### config.mk
export PLATFORM = sky130hd
export DESIGN_NAME = csm_ctrl
export DESIGN_NICKNAME = d
export VERILOG_FILES = /design/src/core/csm_usage_value.v /design/src/core/csm_ctrl.v
export VERILOG_INCLUDE_DIRS = /design/src /design/src/core
export SDC_FILE = /design/constraint.sdc
export NUM_CORES = 1
export LEC_CHECK = 0
export BUFFER_PORTS_ARGS = -buffer_cell sky130_fd_sc_hd__clkbuf_2
export CORE_UTILIZATION = 50
export DETAILED_ROUTE_END_ITERATION = 10
export PLACE_DENSITY = 0.81
export SYNTH_ARGS = -nofsm -noshare
export SYNTH_HDL_FRONTEND = slang
export SYNTH_SLANG_ARGS = --single-unit
### constraint.sdc
create_clock -name clk -period 4.2 [get_ports clk]
set_clock_uncertainty 0.2 [all_clocks]
set_input_delay 1.26 -clock clk [delete_from_list [all_inputs] [get_ports clk]]
set_output_delay 1.26 -clock clk [all_outputs]
set_load 0.1 [all_outputs]
### src/core/csm_regs.vh
// Constants for the cache storage monitor control block.
// Assumes a simple per-page register port and a 10 MHz clock.
//
// Behaviour
// - Secure and non-secure capture triggers are separate; secure may also reach non-secure.
// - Capture trigger sits at 0x0808 in each page, write-only, reads zero.
// - Control accesses go to the monitor picked by instance and monitor select.
// - Without monitoring support the control location reads zero, ignores writes.
// - Enable bit 31 clear stops collection; set collects per configuration.
// - Capture source bits 30:28: none, external events one to six, or trigger.
// - An omitted optional event source never causes a capture.
// - Without capture support, capture source and clear-after-snapshot read zero, ignore writes.
// - Clear-after-snapshot bit 27 zeroes the value right after the snapshot.
// - Wrap flag bit 26 sets on overflow and holds until written zero.
// - With capture-as-wrap or linkage, a usage-value store clears a set wrap flag.
// - If overflow is impossible, wrap flag and hold-on-wrap read zero, ignore writes.
// - Wrap interrupt enable bit 25 raises an interrupt on overflow; else read zero.
// - Hold-on-wrap bit 24: clear wraps, set freezes the value.
// - A frozen value stays until software writes the usage value.
// - Snapshot-on-wrap bit 23 snapshots value and not-ready on overflow.
// - After an overflow snapshot, hold stops counting and clear zeroes.
// - Subtype bits 22:20 read zero and ignore writes.
// - Capture-as-wrap bit 18: capture snapshots, applies wrap behaviour, sets wrap flag.
// - Group filter enable bit 17 restricts measurement to the filter group.
// - Group on, partition off: behaves as if partition filtering were on.
// - Trigger write with bit 0 set signals capture to source-7 monitors.
// - Partition filter enable bit 16 restricts measurement to the filter partition.
`ifndef CSM_REGS_VH
`define CSM_REGS_VH

// ==========================================================
// Register offsets within each security-state page
`define CSM_OFF_MON_SEL 12'h800
`define CSM_OFF_CAPT_TRIG 12'h808
`define CSM_OFF_CTL 12'h818
`define CSM_OFF_VALUE 12'h840
`define CSM_OFF_SNAP 12'h848

// ==========================================================
// Control register fields
`define CSM_EN_BIT 31
`define CSM_SRC_HI 30
`define CSM_SRC_LO 28
`define CSM_CLR_BIT 27
`define CSM_WFLAG_BIT 26
`define CSM_IRQEN_BIT 25
`define CSM_HOLD_BIT 24
`define CSM_SNAPW_BIT 23
`define CSM_CEVNT_BIT 18
`define CSM_GRP_BIT 17
`define CSM_PART_BIT 16
`define CSM_SRC_TRIGGER 3'h7
`define CSM_SRC_NONE 3'h0

// ==========================================================
// Capture trigger and monitor select fields
`define CSM_TRIG_NOW_BIT 0
`define CSM_TRIG_ALL_BIT 1
`define CSM_SEL_MON_BIT 0
`define CSM_SEL_RIS_HI 31
`define CSM_SEL_RIS_LO 24

// ==========================================================
// Reset values and usage value layout
`define CSM_CTL_RST 32'h0000_0000
`define CSM_SEL_RST 32'h0000_0000
`define CSM_NOT_READY_FLAG_BIT 31
`define CSM_VAL_W 31

`endif

### src/core/csm_usage_value.v
// One monitor's usage value with wrap, freeze, clear and snapshot handling.
// Assumes the increment is already filtered and gated by the enable.
`timescale 1ns/100ps
`include "csm_regs.vh"

module csm_usage_value (
  input wire clk,
  input wire resetn,
  input wire [7:0] inc,
  input wire capture,
  input wire cap_as_wrap,
  input wire clear_after_snapshot,
  input wire hold_on_wrap,
  input wire snapshot_on_wrap,
  input wire sw_write,
  input wire [31:0] sw_data,
  input wire not_ready_flag,
  output reg [30:0] value_q,
  output reg [31:0] snap_q,
  output reg wrap_pulse_q
);

  reg frozen_q;
  reg [30:0] value_d;
  wire [7:0] inc_eff;
  wire [31:0] sum;
  wire wrap;
  wire treat_wrap;
  wire snap_now;
  wire clear;

  assign inc_eff = frozen_q ? 8'h00 : inc;
  assign sum = {1'b0, value_q} + {24'h000000, inc_eff};
  assign wrap = sum[`CSM_VAL_W];
  assign treat_wrap = wrap | (capture & cap_as_wrap);
  assign snap_now = capture | (wrap & snapshot_on_wrap);
  assign clear = snap_now & clear_after_snapshot;

  // ==========================================================
  // Next value
  always @*
  begin
    if (treat_wrap && hold_on_wrap)
    begin
      if (clear)
        value_d = 31'h00000000;
      else if (wrap)
        value_d = sum[30:0];
      else
        value_d = value_q;
    end
    else if (clear)
      value_d = capture ? {23'h000000, inc_eff} : 31'h00000000;
    else
      value_d = sum[30:0];
  end

  // ==========================================================
  // State
  always @(posedge clk or negedge resetn)
  begin
    if (!resetn)
    begin
      value_q <= 31'h00000000;
      snap_q <= 32'h00000000;
      frozen_q <= 1'b0;
      wrap_pulse_q <= 1'b0;
    end
    else
    begin
      wrap_pulse_q <= treat_wrap;
      if (snap_now)
        snap_q <= {not_ready_flag, capture ? value_q : sum[30:0]};
      if (sw_write)
      begin
        value_q <= sw_data[30:0];
        frozen_q <= 1'b0;
      end
      else
      begin
        value_q <= value_d;
        if (treat_wrap && hold_on_wrap)
          frozen_q <= 1'b1;
      end
    end
  end

endmodule // csm_usage_value

### src/core/csm_ctrl.v
// Control for four cache storage usage monitors, two per security state.
// Assumes a simple per-page register port, allocation events and filter values
// supplied from logic on the same clock, and external capture pins from elsewhere.
`timescale 1ns/100ps
`include "csm_regs.vh"

module csm_ctrl #(
  parameter HAS_MONITOR = 1,
  parameter HAS_CAPTURE = 1,
  parameter HAS_TRIGGER_ACTS_AS_WRAP = 1,
  parameter HAS_SNAPSHOT_ON_WRAP = 1,
  parameter HAS_WRAP_IRQ_EN = 1,
  parameter CAN_OVERFLOW = 1,
  parameter WRAP_LINK_SUPPORTED = 0,
  parameter INSTANCE_SEL_SUPPORTED = 1,
  parameter [5:0] EXT_EVT_PRESENT = 6'h3f
) (
  input wire clk,
  input wire resetn,
  input wire reg_req,
  input wire reg_wr,
  input wire reg_ns,
  input wire [11:0] reg_addr,
  input wire [31:0] reg_wdata,
  output reg [31:0] reg_rdata_q,
  output reg reg_ack_q,
  input wire [5:0] ext_capture,
  input wire alloc_valid,
  input wire [15:0] alloc_partition_id,
  input wire [7:0] alloc_monitoring_group,
  input wire [7:0] alloc_bytes,
  input wire [63:0] filt_partition_id,
  input wire [31:0] filt_monitoring_group,
  input wire [3:0] not_ready_flag,
  output reg [3:0] wrap_irq_q
);

  // ==========================================================
  // Helpers
  function filter_match;
    input part_en;
    input grp_en;
    input [15:0] pid;
    input [7:0] grp;
    input [15:0] fpid;
    input [7:0] fgrp;
    begin
      // Group-only filtering also matches the partition
      filter_match = (!(part_en | grp_en) || (pid == fpid)) &&
                     (!grp_en || (grp == fgrp));
    end
  endfunction

  function [31:0] ctl_mask;
    input dummy;
    reg [31:0] m;
    begin
      m = 32'h0000_0000;
      m[`CSM_EN_BIT] = 1'b1;
      m[`CSM_GRP_BIT] = 1'b1;
      m[`CSM_PART_BIT] = 1'b1;
      if (HAS_CAPTURE != 0)
      begin
        m[`CSM_SRC_HI:`CSM_SRC_LO] = 3'h7;
        m[`CSM_CLR_BIT] = 1'b1;
      end
      if (CAN_OVERFLOW != 0)
      begin
        m[`CSM_WFLAG_BIT] = 1'b1;
        m[`CSM_HOLD_BIT] = 1'b1;
      end
      if (HAS_WRAP_IRQ_EN != 0)
        m[`CSM_IRQEN_BIT] = 1'b1;
      if (HAS_SNAPSHOT_ON_WRAP != 0)
        m[`CSM_SNAPW_BIT] = 1'b1;
      if (HAS_TRIGGER_ACTS_AS_WRAP != 0)
        m[`CSM_CEVNT_BIT] = 1'b1;
      ctl_mask = m;
    end
  endfunction

  localparam [31:0] CTL_MASK = ctl_mask(1'b0);
  localparam STORE_CLEARS_FLAG = (HAS_TRIGGER_ACTS_AS_WRAP != 0) || (WRAP_LINK_SUPPORTED != 0);

  // ==========================================================
  // Storage
  reg [31:0] ctl_q [0:3];
  reg [31:0] sel_q [0:1];
  reg [5:0] ext_meta_q;
  reg [5:0] ext_sync_q;
  reg [5:0] ext_prev_q;
  reg trig_s_q;
  reg trig_all_q;
  reg trig_ns_q;

  wire [30:0] value [0:3];
  wire [31:0] snap [0:3];
  wire [3:0] wrap_pulse;
  wire [3:0] capture;
  wire [3:0] value_wr;
  wire [5:0] ext_rise;

  // ==========================================================
  // Access decode
  wire page_sel_ok;
  wire [1:0] tgt;
  wire acc;
  wire wr;
  wire ctl_hit;

  assign page_sel_ok = (INSTANCE_SEL_SUPPORTED == 0) ||
                       (sel_q[reg_ns][`CSM_SEL_RIS_HI:`CSM_SEL_RIS_LO] == 8'h00);
  assign tgt = {reg_ns, sel_q[reg_ns][`CSM_SEL_MON_BIT]};
  assign acc = reg_req && (HAS_MONITOR != 0) && !reg_ack_q;
  assign wr = acc && reg_wr;
  assign ctl_hit = (reg_addr == `CSM_OFF_CTL) && page_sel_ok;
  assign ext_rise = ext_sync_q & ~ext_prev_q;

  // ==========================================================
  // External capture pins, two flops then edge detect
  always @(posedge clk or negedge resetn)
  begin
    if (!resetn)
    begin
      ext_meta_q <= 6'h00;
      ext_sync_q <= 6'h00;
      ext_prev_q <= 6'h00;
    end
    else
    begin
      ext_meta_q <= ext_capture;
      ext_sync_q <= ext_meta_q;
      ext_prev_q <= ext_sync_q;
    end
  end

  // ==========================================================
  // Capture trigger writes
  always @(posedge clk or negedge resetn)
  begin
    if (!resetn)
    begin
      trig_s_q <= 1'b0;
      trig_all_q <= 1'b0;
      trig_ns_q <= 1'b0;
    end
    else
    begin
      trig_s_q <= wr && !reg_ns && (reg_addr == `CSM_OFF_CAPT_TRIG) &&
                  reg_wdata[`CSM_TRIG_NOW_BIT];
      trig_all_q <= reg_wdata[`CSM_TRIG_ALL_BIT] && !reg_ns;
      trig_ns_q <= wr && reg_ns && (reg_addr == `CSM_OFF_CAPT_TRIG) &&
                   reg_wdata[`CSM_TRIG_NOW_BIT];
    end
  end

  // ==========================================================
  // Per-monitor capture, filtering and value
  genvar g;
  generate
    for (g = 0; g < 4; g = g + 1)
    begin : mon
      wire [2:0] src;
      wire ext_hit;
      wire trig_hit;
      wire match;
      wire [7:0] inc;

      assign src = ctl_q[g][`CSM_SRC_HI:`CSM_SRC_LO];
      assign ext_hit = (src != `CSM_SRC_NONE) && (src != `CSM_SRC_TRIGGER) &&
                       EXT_EVT_PRESENT[src - 3'h1] && ext_rise[src - 3'h1];
      // Bit 1 of the index is the page: 0 secure, 1 non-secure
      assign trig_hit = (src == `CSM_SRC_TRIGGER) &&
                        ((g < 2) ? trig_s_q : (trig_ns_q || (trig_s_q && trig_all_q)));
      assign capture[g] = (HAS_CAPTURE != 0) && (ext_hit || trig_hit);
      assign match = filter_match(ctl_q[g][`CSM_PART_BIT], ctl_q[g][`CSM_GRP_BIT],
                                  alloc_partition_id, alloc_monitoring_group,
                                  filt_partition_id[g*16 +: 16], filt_monitoring_group[g*8 +: 8]);
      assign inc = (alloc_valid && match && ctl_q[g][`CSM_EN_BIT]) ? alloc_bytes : 8'h00;
      assign value_wr[g] = wr && (reg_addr == `CSM_OFF_VALUE) && page_sel_ok && (tgt == g);

      csm_usage_value csm_usage_value_inst (
        .clk(clk),
        .resetn(resetn),
        .inc(inc),
        .capture(capture[g]),
        .cap_as_wrap(ctl_q[g][`CSM_CEVNT_BIT]),
        .clear_after_snapshot(ctl_q[g][`CSM_CLR_BIT]),
        .hold_on_wrap(ctl_q[g][`CSM_HOLD_BIT]),
        .snapshot_on_wrap(ctl_q[g][`CSM_SNAPW_BIT]),
        .sw_write(value_wr[g]),
        .sw_data(reg_wdata),
        .not_ready_flag(not_ready_flag[g]),
        .value_q(value[g]),
        .snap_q(snap[g]),
        .wrap_pulse_q(wrap_pulse[g])
      );
    end
  endgenerate

  // ==========================================================
  // Control and select registers, wrap flag
  integer i;
  always @(posedge clk or negedge resetn)
  begin
    if (!resetn)
    begin
      for (i = 0; i < 4; i = i + 1)
        ctl_q[i] <= `CSM_CTL_RST;
      sel_q[0] <= `CSM_SEL_RST;
      sel_q[1] <= `CSM_SEL_RST;
      wrap_irq_q <= 4'h0;
    end
    else
    begin
      if (wr && (reg_addr == `CSM_OFF_MON_SEL))
      begin
        sel_q[reg_ns][`CSM_SEL_MON_BIT] <= reg_wdata[`CSM_SEL_MON_BIT];
        if (INSTANCE_SEL_SUPPORTED != 0)
          sel_q[reg_ns][`CSM_SEL_RIS_HI:`CSM_SEL_RIS_LO] <= reg_wdata[`CSM_SEL_RIS_HI:`CSM_SEL_RIS_LO];
      end
      for (i = 0; i < 4; i = i + 1)
      begin
        if (wr && ctl_hit && (tgt == i))
          ctl_q[i] <= reg_wdata & CTL_MASK;
        else if (STORE_CLEARS_FLAG && value_wr[i])
          ctl_q[i][`CSM_WFLAG_BIT] <= 1'b0;
        // Hardware set wins over any clear in the same cycle
        if (wrap_pulse[i] && (CAN_OVERFLOW != 0))
          ctl_q[i][`CSM_WFLAG_BIT] <= 1'b1;
        wrap_irq_q[i] <= wrap_pulse[i] && ctl_q[i][`CSM_IRQEN_BIT];
      end
    end
  end

  // ==========================================================
  // Read path and acknowledge
  always @(posedge clk or negedge resetn)
  begin
    if (!resetn)
    begin
      reg_rdata_q <= 32'h0000_0000;
      reg_ack_q <= 1'b0;
    end
    else
    begin
      reg_ack_q <= reg_req && !reg_ack_q;
      reg_rdata_q <= 32'h0000_0000;
      if (acc && !reg_wr)
      begin
        case (reg_addr)
          `CSM_OFF_MON_SEL: reg_rdata_q <= sel_q[reg_ns];
          `CSM_OFF_CTL: reg_rdata_q <= page_sel_ok ? ctl_q[tgt] : 32'h0000_0000;
          `CSM_OFF_VALUE: reg_rdata_q <= page_sel_ok ? {not_ready_flag[tgt], value[tgt]} : 32'h0000_0000;
          `CSM_OFF_SNAP: reg_rdata_q <= page_sel_ok ? snap[tgt] : 32'h0000_0000;
          default: reg_rdata_q <= 32'h0000_0000;
        endcase
      end
    end
  end

endmodule // csm_ctrl

==> Yosys cells after proc, flatten, opt, wreduce, memory -nomap -nowiden <==
Memory sizes are Yosys's and may differ from the RTL's.
Cells that the tools add are included.
{ "classes": {"add_sub_neg": 8, "order_cmp": 8, "n_eq_ne": 28, "muxes": 93, "n_bitwise": 28, "n_reduce_logical": 99} }
{ "op_table": {"columns": ["cell", "n"], "rows": [
  ["two-way mux 31 bit", 26],
  ["two-way mux 32 bit", 12],
  ["adder 31 x 8 -> 32 bit", 4],
  ["binary-select mux 32 bit (select 2 bit)", 2],
  ["bitwise mux 64 bit", 2],
  ["one-hot mux 32 bit (4 select lines)", 1],
  ["two-way mux 8 bit", 12],
  ["demux 32 bit (select 1 bit)", 2],
  ["equality test 16 bit", 4],
  ["binary-select mux 31 bit (select 2 bit)", 1],
  ["logical AND 1 bit", 61],
  ["equality test 12 bit (second input constant)", 5],
  ["equality test 8 bit", 4],
  ["two-way mux 1 bit", 30],
  ["nonzero test 3 bit", 8],
  ["< comparator 3 x 4 -> 1 bit (second input constant)", 4],
  ["inequality test 4 x 1 -> 1 bit (second input constant)", 4],
  ["logical OR 1 bit", 13],
  ["AND 1 bit", 12],
  ["binary-select mux 1 bit (select 3 bit)", 4],
  ["equality test 3 bit (second input constant)", 4],
  ["inequality test 3 bit (second input constant)", 4],
  ["OR 1 bit", 12],
  ["subtractor 3 x 1 -> 3 bit (second input constant)", 4],
  ["other kinds (15)", 29]
]} }
{ "totals": {"ff_bits": 430, "mem_bits_ro": 32, "inputBits": 188, "out_inout_bits": 37, "wordCells": 303, "n_memories": 4} }
{ "mem_list": {"columns": ["memory", "words", "width", "rd", "rd_clocked_by_memory_dff", "write_ports", "line", "rtl"], "rows": [
  ["(no name shown)", 8, 1, 1, 0, 0, "csm_ctrl.v:171", "EXT_EVT_PRESENT[src - 3'h1] && ext_rise[src - 3'h1];"],
  ["(no name shown)", 8, 1, 1, 0, 0, "csm_ctrl.v:171", null],
  ["(no name shown)", 8, 1, 1, 0, 0, "csm_ctrl.v:171", null],
  ["(no name shown)", 8, 1, 1, 0, 0, "csm_ctrl.v:171", null]
]} }

==> Longest topological paths before layout <==
Gate-level depths: netlist (run 1).
{ "logic_depth": {"ltp_word": 15, "ltp_mapped": 19} }

==> Hierarchy <==
A second synthesis (run 1) with hierarchy kept.
{ "unflattened": {"hier_cells": 2753, "area_unflattened_um2": 24936.4} }
{ "modules_own_cells": {"columns": ["mod", "instances", "cells_each", "area_each_um2", "seq_area_each_um2"], "rows": [
  ["csm_usage_value (mon[0].csm_usage_value_inst ...)", 3, 452, 3987.6, 1626.6],
  ["csm_ctrl", 1, 972, 9097.5, 3103.0],
  ["csm_usage_value (mon[3].csm_usage_value_inst)", 1, 425, 3876.2, 1626.6]
]} }

==> Worst setup path after synthesis (run 1) <==
Ideal clock, no wire load.
{ "synth_path": {"path_type": "in2reg", "startpoint": "input alloc_monitoring_group[2]", "endpoint": "register mon[0].csm_usage_value_inst.value_q[15]", "arrival_ns": 4.757, "required_ns": 3.879, "setup_slack_ns": -0.878, "path_stages": 17, "path_buffers": 2, "path_cell_list": "clkbuf_1 > xnor2_1 > nand4_1 > o21ai_0 > o21ai_0 > nor3_1 > and2_1 > ha_1 > and2_1 > a221oi_1 > a211oi_1 > o211ai_1 > nand4_1 > or3_1 > clkbuf_1 > o21a_1 > o22a_1"} }
{ "synth_between": {"elab_chain_cells": 14, "elab_cells_between_ends": 19, "classes_between": "1 x add/sub; 2 x eq/ne; 7 x mux; 4 x bitwise; 5 x reduce/logical"} }
{ "synth_lines": {"columns": ["item", "line", "rtl"], "rows": [
  ["start: declaration", "csm_ctrl.v:30", "input wire [7:0] alloc_monitoring_group,"],
  ["equality test 8 bit *", "csm_ctrl.v:50", "(!grp_en || (grp == fgrp));"],
  ["logical OR 1 bit *", "csm_ctrl.v:50", null],
  ["logical AND 1 bit *", "csm_ctrl.v:49", "filter_match = (!(part_en | grp_en) || (pid == fpid)) &&"],
  ["logical AND 1 bit * (2 in series)", "csm_ctrl.v:179", "assign inc = (alloc_valid && match && ctl_q[g][`CSM_EN_BIT]) ? alloc_bytes : 8'h00;"],
  ["two-way mux 8 bit *", "csm_ctrl.v:179", null],
  ["two-way mux 8 bit *", "csm_usage_value.v:32", "assign inc_eff = frozen_q ? 8'h00 : inc;"],
  ["adder 31 x 8 -> 32 bit *", "csm_usage_value.v:33", "assign sum = {1'b0, value_q} + {24'h000000, inc_eff};"],
  ["AND 1 bit", "csm_usage_value.v:36", "assign snap_now = capture | (wrap & snapshot_on_wrap);"],
  ["OR 1 bit", "csm_usage_value.v:36", null],
  ["AND 1 bit", "csm_usage_value.v:37", "assign clear = snap_now & clear_after_snapshot;"],
  ["two-way mux 31 bit (on tied branches)", "csm_usage_value.v:52, csm_usage_value.v:45", null],
  ["two-way mux 31 bit", "csm_usage_value.v:43", "if (treat_wrap && hold_on_wrap)"],
  ["two-way mux 31 bit", "csm_usage_value.v:74", "if (sw_write)"],
  ["end signal: assignment", "csm_usage_value.v:76", "value_q <= sw_data[30:0];"],
  ["end signal: assignment", "csm_usage_value.v:81", "value_q <= value_d;"],
  ["end: declaration", "csm_usage_value.v:18", "output reg [30:0] value_q,"]
]} }
Mark *: on every way between the ends. The rest lies on a longest branch, timed or not. The select of a mux whose other input is x is not followed.
A chain may end at the register's enable or synchronous reset.

==> Final worst setup path (run 1) <==
{ "layout_path": {"startpoint": "input alloc_partition_id[10]", "endpoint": "register mon[3].csm_usage_value_inst.value_q[7]"} }
{ "layout_between": {"elab_chain_cells": 14, "elab_cells_between_ends": 20, "classes_between": "1 x add/sub; 2 x eq/ne; 8 x mux; 4 x bitwise; 5 x reduce/logical"} }
{ "layout_lines": {"columns": ["item", "line", "rtl"], "rows": [
  ["start: declaration", "csm_ctrl.v:29", "input wire [15:0] alloc_partition_id,"],
  ["equality test 16 bit *", "csm_ctrl.v:49", null],
  ["logical OR 1 bit *", "csm_ctrl.v:49", null],
  ["logical AND 1 bit *", "csm_ctrl.v:49", null],
  ["logical AND 1 bit * (2 in series)", "csm_ctrl.v:179", null],
  ["two-way mux 8 bit *", "csm_ctrl.v:179", null],
  ["two-way mux 8 bit *", "csm_usage_value.v:32", null],
  ["adder 31 x 8 -> 32 bit", "csm_usage_value.v:33", null],
  ["AND 1 bit", "csm_usage_value.v:36", null],
  ["OR 1 bit", "csm_usage_value.v:36", null],
  ["AND 1 bit", "csm_usage_value.v:37", null],
  ["two-way mux 31 bit (on tied branches)", "csm_usage_value.v:52, csm_usage_value.v:45", null],
  ["two-way mux 31 bit", "csm_usage_value.v:43", null],
  ["two-way mux 31 bit", "csm_usage_value.v:74", null],
  ["end signal: assignment", "csm_usage_value.v:76", null],
  ["end signal: assignment", "csm_usage_value.v:81", null],
  ["end: declaration", "csm_usage_value.v:18", null]
]} }
Marked as above.

==> impl_metrics.csv, run 1 <==
group,metric,value,unit
worst_hold_path,hp-start,"ext_meta_q[5]",
die,fp.dieH,218,um
cells_and_area,n_antenna_cell,0,
cells_and_area,synthToLayoutAreaGrowth,41.1,%
timing,rsz0062_at_grt,"true",
grt,grt-ovfl-total,0,
critical_path,worstSetupPathType,"primary input to flip-flop",
grt,grt_pass1_wl,141000,um
critical_path,critPathRequiredTime,4490,ps
timing,finalSetupTns,-92490,ps
timing,period_minus_slack,4990,ps
grt,first_global_vias,23379,
clock_network,cts_buffers,44,
die,fp.coreArea,45700,sq um
flow_run,cap_violations,0,
timing,max_slew.worst_pin.slew,947,ps
worst_hold_path,hold_class,"flip-flop to flip-flop",
timing,maxSlewViolCount,0,
outcome,status,"finished, violations left",
clock_network,htreeDepth,2,
logic_synthesis,synth_area,23300,sq um
cells_and_area,layout.nets,3328,
critical_path,critPathMaxFanout,8,
timing,fmax,201,MHz
logic_synthesis,synth-async-reset-ratio,100,%
timing,period_share,119,%
die,start_util,51.1,%
timing,hold_viol,0,
detailed_routing,dr.pass1.iters,8,
logic_synthesis,netlist.area_leader.share,41.2,%
logic_synthesis,syn_inst,2570,
grt,grt_use_total,39.1,%
logic_synthesis,ys_types,88,
critical_path,ff2ff_path_depth,17,
placement,gp_congestion,1.00,
critical_path,worst_path_most_repeated_cell,"buf_6",
logic_synthesis,synth.area.top_cells,"dfrtp_1, mux2i_1, nand2_1",
critical_path,reg2reg_to,"mon[3].csm_usage_value_inst.value_q[7]",
clock_network,clockBufferDepth,3,
critical_path,startpoint_type,"primary input",
pwr,p_leak,14.2,nW
critical_path,worstPathArrival,5270,ps
grt,grt_max_degree,165,
cells_and_area,fillers,3230,
placement,dp_slack,-1480,ps
critical_path,critPathMaxStageDelay,370,ps
worst_hold_path,holdPathEnd,"ext_sync_q[5]",
grt,antenna_found_initial,1,
detailed_routing,drc_errors,0,
clock_network,cts_root_buffer,"clkbuf_16",
critical_path,reg2reg_setup_slack,190,ps
clock_network,clock-sinks,384,
worst_hold_path,holdPathStages,0,
clock_network,cts_hold_buf,0,
cells_and_area,drive_above_1_share,38.6,%
pwr,total_power,0.00838,W
clock_network,clk_latency,590,ps
logic_synthesis,yosysTopAreaCell,"dfrtp_1",
die,dieArea,47500,sq um
logic_synthesis,ys_seq_area_share,41.2,%
timing,setup_viol,255,
die,rows,78,
detailed_routing,antenna_left,0,
critical_path,end_kind,"flip-flop",
die,io_pins,225,
timing,slew_headroom,36.9,%
detailed_routing,num_vias,24315,
logic_synthesis,ys_ff_latch,384,
logic_synthesis,synth_edf_count,0,
placement,place_hpwl,68100,um
logic_synthesis,synth_ff_type,"dfrtp_1",
die,fp.dieW,218,um
detailed_routing,drt_iter0_drc,2940,
clock_network,cts_tree,"built",
detailed_routing,via_per_inst,6.52,
critical_path,r2r_start,"ctl_q[17]",
timing,worst_slack,-785,ps
clock_network,clk_pin_slew,60,ps
critical_path,crit_chain,"clkbuf_2, buf_6, xor2_1, nor4_1, nand4_1, buf_4, a221oi_4, buf_12, buf_6, and2_4, ha_4, a21o_1, a221oi_4, buf_4, buf_6, a21o_4, nor2_4, o21ai_4, and4_1, buf_6, nand2_2, a31oi_1",
critical_path,slowest_stage,"a221oi_4",
logic_synthesis,synth_nets,2806,
outcome,violations,"setup timing",
detailed_routing,avgRoutedWirePerCell,26.0,um
logic_synthesis,yosysWarnings,0,
placement,port_buffers,224,
pwr,powerDensity,255,nW/um^2
detailed_routing,routed_wl,96900,um
logic_synthesis,syn_avg_cell_area,9.08,sq um
pwr,irDropWorstVdd,277,uV
-- flip-flops by register name (all words and copies together), names as in the netlist, 4 cells and up --
signal and count:
mon.csm_usage_value_inst.snap_q 128, mon.csm_usage_value_inst.value_q 124, ctl_q 48, reg_rdata_q 32, sel_q 18, ext_meta_q 6, ext_prev_q 6, ext_sync_q 6
mon.csm_usage_value_inst.frozen_q 4, mon.csm_usage_value_inst.wrap_pulse_q 4, wrap_irq_q 4
-- per-layer routing --
| metal | GRT usage, % | wire, um |
|---|---|---|
| met5 | 0 | 0 |
| met4 | 20.7 | 5890 |
| met3 | 8.16 | 10600 |
| met2 | 59.9 | 43300 |
| met1 | 52.1 | 37100 |
-- how the worst max path moves through the flow --
| stage | to | slack [ps] | cells past startpoint | from |
|---|---|---|---|---|
| after CTS | mon[3].csm_usage_value_inst.value_q[26] | -740 | 21 | alloc_partition_id[3] |
| after floorplan | mon[0].csm_usage_value_inst.value_q[6] | -550 | 15 | alloc_partition_id[10] |
| after detailed placement | mon[2].csm_usage_value_inst.value_q[13] | -1480 | 18 | alloc_partition_id[7] |
| final | mon[3].csm_usage_value_inst.value_q[7] | -790 | 22 | alloc_partition_id[10] |
| after global placement | mon[2].csm_usage_value_inst.value_q[26] | -1390 | 18 | alloc_partition_id[7] |
| after global routing | mon[3].csm_usage_value_inst.value_q[8] | -820 | 23 | alloc_partition_id[9] |
-- critical path: cells and delay by family --
kind | cells | cell delay, ps
AOI/OAI and AO/OA | 6 | 1430
buffers and inverters | 8 | 1160
and+or+nand+nor | 6 | 1040
adders and majority gates | 1 | 210
xor gates and xnor gates | 1 | 140
-- cell families (layout without fill, tap and decap cells) --
group                      count (synthesis)  after routing  synth area share, %
and+or+nand+nor                          854            857                 18.2
AOI/OAI and AO/OA                        757            757                 21.5
muxes                                    160            160                 7.39
DFF                                      384            384                 41.2
adders and majority gates                 48             48                 2.70
buffers and inverters                    226            780                 3.74
xor gates and xnor gates                 141            141                 5.29
-- metrics by stage --
step / hold slack (ps) / std cells / instance area (sq um) / utilization (%)
3_3_place_gp: 135 / 3542 / 28000 / 61.4
4_1_cts: 157 / 3688 / 31300 / 68.6
6_report: 155 / 3727 / 32900 / 72.1
5_1_grt: 165 / 3727 / 32900 / 72.1
2_1_floorplan: 131 / 2570 / 24400 / -
3_5_place_dp: 137 / 3542 / 28000 / 61.4
-- cells in the mapped netlist, types with 11 or more instances --
cell / count
dfrtp_1: 384
nand2_1: 256
nor2_1: 184
o21ai_0: 180
a21oi_1: 159
clkbuf_1: 127
xnor2_1: 105
a211oi_1: 102
mux2i_1: 98
nor2b_1: 85
nand3_1: 64
inv_1: 63
mux2_2: 58
and2_1: 47
nand4_1: 45
ha_1: 44
nor3_1: 40
a22o_1: 39
xor2_1: 36
a221oi_1: 31
o22ai_1: 29
a22oi_1: 28
nor4_1: 27
a31oi_1: 26
o31ai_1: 25
and3_1: 24
buf_1: 24
nand2b_1: 17
o211ai_1: 16
a21o_1: 15
a221o_1: 12
o311ai_0: 11
or3_1: 11
-- area by class of cell --
type / instances / area (sq um) / share of cell area [%]
Sequential cell: 384 / 9620 / 29.2
Inverter: 63 / 239 / 0.726
Clock inverter: 19 / 189 / 0.574
Timing Repair Buffer: 636 / 5180 / 15.7
Multi-Input combinational cell: 1963 / 15700 / 47.6
Clock buffer: 62 / 1260 / 3.83
Tap cell: 600 / 751 / 2.28
-- placed cells by master (no fill, tap or decap), drive strengths merged, types with 58 or more instances in the layout --
master  netlist  routed
xnor2       105     105
a21oi       160     160
nor2        184     184
buf          36     414
nand3        65      65
o21ai       181     181
dfrtp       384     384
a211oi      102     102
inv          63      65
mux2         58      58
nand2       256     256
mux2i        98      98
nor2b        85      85
clkbuf      127     283
-- what timing repair did --
| item | CTS | global route |
|---|---|---|
| setup buffers | 53 | 52 |
| resized for setup | 281 | 302 |
| pin swaps | 114 | 146 |
| endpoints found under the setup margin | 253 | 257 |
| cloned | 14 | 4 |
-- report_power, final --
| part | internal (W) | leakage [nW] | switching, W |
|---|---|---|---|
| clock | 0.00228 | 0.712 | 0.00164 |
| sequential | 0.00373 | 5.04 | 0.0000168 |
| combinational | 0.000268 | 8.43 | 0.000451 |
| total | 0.00628 | 14.2 | 0.00210 |
Power figures use the tool's default switching activity.
==> run 2: changes to the inputs <==
--- a/config.mk
+++ b/config.mk
@@ -12,4 +12,5 @@
 export PLACE_DENSITY = 0.81
 export SYNTH_ARGS = -nofsm -noshare
 export SYNTH_HDL_FRONTEND = slang
+export SYNTH_HIERARCHICAL = 1
 export SYNTH_SLANG_ARGS = --single-unit
==> impl_metrics.csv, run 2 <==
group,metric,value,unit
timing,rsz0062_at_grt,"true",
cells_and_area,final_common_cell,"dfrtp_1",
outcome,status,"finished, violations left",
die,dieArea,50800,sq um
critical_path,critPathRequiredTime,4470,ps
placement,gp_congestion,1.00,
pwr,p_clk_share,46.9,%
logic_synthesis,yosysWarnings,6,
die,fp.coreArea,49100,sq um
logic_synthesis,synth.area.top_cells,"dfrtp_1, xnor2_1, mux2i_1",
timing,worst_slack,-547,ps
die,fp.dieH,225,um
detailed_routing,antenna_left,0,
critical_path,reg2reg_to,"mon[3].csm_usage_value_inst/value_q[29]",
critical_path,critPathMaxFanout,7,
detailed_routing,num_vias,26103,
die,fp.dieW,225,um
clock_network,cts_tree,"built",
timing,period_share,113,%
grt,grt_max_degree,86,
critical_path,reg2reg_setup_slack,180,ps
detailed_routing,avgRoutedWirePerCell,26.3,um
logic_synthesis,yosys-top-cells-count,"dfrtp_1, nand2_1, a21oi_1, xnor2_1, nor2_1",
detailed_routing,drt_iter0_drc,3393,
detailed_routing,via_per_inst,6.57,
timing,setup_viol,254,
clock_network,cts_buffers,44,
cells_and_area,largestRegisters,"mon.csm_usage_value_inst/snap_q (128), mon.csm_usage_value_inst/value_q (124), ctl_q (48)",
timing,fmax,211,MHz
critical_path,startpoint_type,"primary input",
clock_network,clk_latency,620,ps
cells_and_area,layout_common_cells,"dfrtp_1, buf_4, nand2_1, clkbuf_2, mux2i_1",
logic_synthesis,yosysTopAreaCell,"dfrtp_1",
critical_path,worstSetupPathType,"primary input to flip-flop",
grt,antenna_found_initial,0,
timing,slew_headroom,2.32,%
logic_synthesis,syn_inst,2753,
detailed_routing,dr.pass1.iters,6,
timing,max_slew.worst_pin.slew,1470,ps
critical_path,r2r_start,"ctl_q[31]",
pwr,p_sw_share,26.4,%
pwr,powerDensity,242,nW/um^2
cells_and_area,largest_register_ffs,128,
flow_run,cap_violations,0,
clock_network,clockBufferDepth,3,
grt,grt_pass1_wl,150000,um
cells_and_area,layout.nets,3494,
logic_synthesis,syn_avg_cell_area,9.06,sq um
timing,period_minus_slack,4750,ps
grt,grt-ovfl-total,0,
detailed_routing,routed_wl,105000,um
grt,grt_use_total,38.9,%
grt,first_global_vias,24614,
worst_hold_path,holdPathStages,0,
die,start_util,50.8,%
critical_path,end_kind,"flip-flop",
logic_synthesis,ys_seq_area_share,38.5,%
cells_and_area,top_register,"mon.csm_usage_value_inst/snap_q",
logic_synthesis,ys_ff_latch,384,
clock_network,clock-sinks,384,
die,rows,81,
critical_path,crit_start,"alloc_partition_id[8]",
detailed_routing,drc_errors,0,
pwr,p_leak,15.2,nW
outcome,violations,"setup timing",
logic_synthesis,netlist.area_leader.share,38.5,%
logic_synthesis,synth_edf_count,0,
pwr,internal_power,0.00628,W
placement,place_hpwl,72600,um
pwr,combPwrFrac,8.9,%
worst_hold_path,hp-start,"ext_meta_q[3]",
pwr,power_frac_seq,44.2,%
pwr,power_switching,0.00225,W
logic_synthesis,ys_types,94,
clock_network,htreeDepth,2,
placement,port_buffers,224,
critical_path,ff2ff_path_depth,18,
logic_synthesis,synth-async-reset-ratio,100,%
logic_synthesis,synth_ff_type,"dfrtp_1",
placement,dp_slack,-1180,ps
cells_and_area,drive_above_1_share,40.4,%
logic_synthesis,synth.most_common_cell,"dfrtp_1",
cells_and_area,fin_util,71.8,%
die,io_pins,225,
worst_hold_path,holdPathEnd,"ext_sync_q[3]",
clock_network,cts_root_buffer,"clkbuf_16",
timing,hold_viol,0,
logic_synthesis,synth_nets,2973,
worst_hold_path,hold_class,"flip-flop to flip-flop",
pwr,irDropWorstVdd,285,uV
timing,maxSlewViolCount,0,
cells_and_area,synthToLayoutAreaGrowth,41.3,%
clock_network,clk_pin_slew,60,ps
logic_synthesis,synth_area,24900,sq um
critical_path,worstPathArrival,5020,ps
run 2: cell count changes in the layout (fill, tap and decap cells not counted), sizes merged, moves of 17 or more:
cell and delta:
nand3b +17, nor2b +26, and2 -31, a31oi -19, nand3 +24, nand2 +74
nor2 -28, mux2i +30, buf +43, o21ai +18, xnor2 +56, inv -21
o22ai +19
run 2: cells by family (layout without fill, tap and decap cells):
kind of cell / after synthesis / in the layout / synth area share, %
compound gates: 786 / 790 / 22.1
xor+xnor: 188 / 188 / 6.60
other cells: 0 / 1 / 0
flops: 384 / 384 / 38.5
simple gates: 933 / 933 / 19.0
fa+ha+maj: 32 / 32 / 1.61
buf+inv: 241 / 792 / 4.14
mux: 189 / 189 / 8.07
run 2: power groups by stage:
stage	Clock, W	Sequential [W]	Combinational [W]
after detailed placement	0	0.00383	0.000659
after global placement	0	0.00383	0.000645
after CTS	0.00402	0.00376	0.000700
after floorplan	0	0.00383	0.000296
final	0.00400	0.00377	0.000762
after global routing	0.00415	0.00377	0.000801
run 2: how the worst max path moves through the flow:
stage,to,slack [ps],depth (start not counted)
detailed placement,mon[1].csm_usage_value_inst/value_q[16],-1180,17
finish,mon[1].csm_usage_value_inst/snap_q[22],-550,18
global placement,mon[1].csm_usage_value_inst/value_q[16],-1130,17
floorplan,mon[3].csm_usage_value_inst/value_q[20],-560,18
CTS,mon[1].csm_usage_value_inst/value_q[16],-360,17
global route,mon[1].csm_usage_value_inst/snap_q[22],-640,17
run 2: routing by layer:
| layer | GRT usage, % | share of wire, % | up-vias |
|---|---|---|---|
| met3 | 10.3 | 11 | 361 |
| met2 | 59.5 | 45 | 1645 |
| met4 | 16.1 | 5.2 | 0 |
| met5 | 0 | 0 | - |
| met1 | 52.1 | 39 | 12940 |
| li1 | - | - | 11157 |
run 2: repair_timing:
item / in CTS / in global routing
pin swaps: 156 / 170
hold buffers: 0 / 0
setup buffers: 58 / 64
setup endpoints to repair: 257 / 259
cloned: 7 / 1
gates resized for setup: 333 / 404
endpoints found under the hold margin: 0 / 0
run 2: stage by stage:
| stage | instances | power, W | TNS, ps | instance area, sq um | hold WS, ps |
|---|---|---|---|---|---|
| 2_1_floorplan | 2753 | 0.00412 | -67760 | 25800 | 131 |
| 3_3_place_gp | 3769 | 0.00447 | -236200 | 29500 | 139 |
| 3_5_place_dp | 3769 | 0.00449 | -253260 | 29500 | 136 |
| 4_1_cts | 3913 | 0.00848 | -39870 | 33100 | 148 |
| 5_1_grt | 3972 | 0.00872 | -101330 | 35200 | 159 |
| 6_report | 3973 | 0.00853 | -77640 | 35200 | 145 |
run 2: worst max-delay path: stages:
cell,delay (ps)
buf_8,110
buf_12,120
xnor2_4,130
nand4_1,230
o41ai_4,470
a32oi_4,270
nor2_4,180
nor2b_4,190
xor2_2,210
ha_4,190
a21boi_2,70
a2111oi_4,410
o2111ai_4,230
a21oi_4,220
buf_12,150
nand4_1,140
and2_4,200
a211o_1,220
run 2: final cells by class:
cell class	instances	area, sq um
antenna	1	2.50
multi-input combinational	2132	17700
fill	3407	13800
clock buffer	59	1260
tap	664	831
inverter	45	169
clock inverter	21	225
sequential	384	9620
timing repair buffer	667	5400
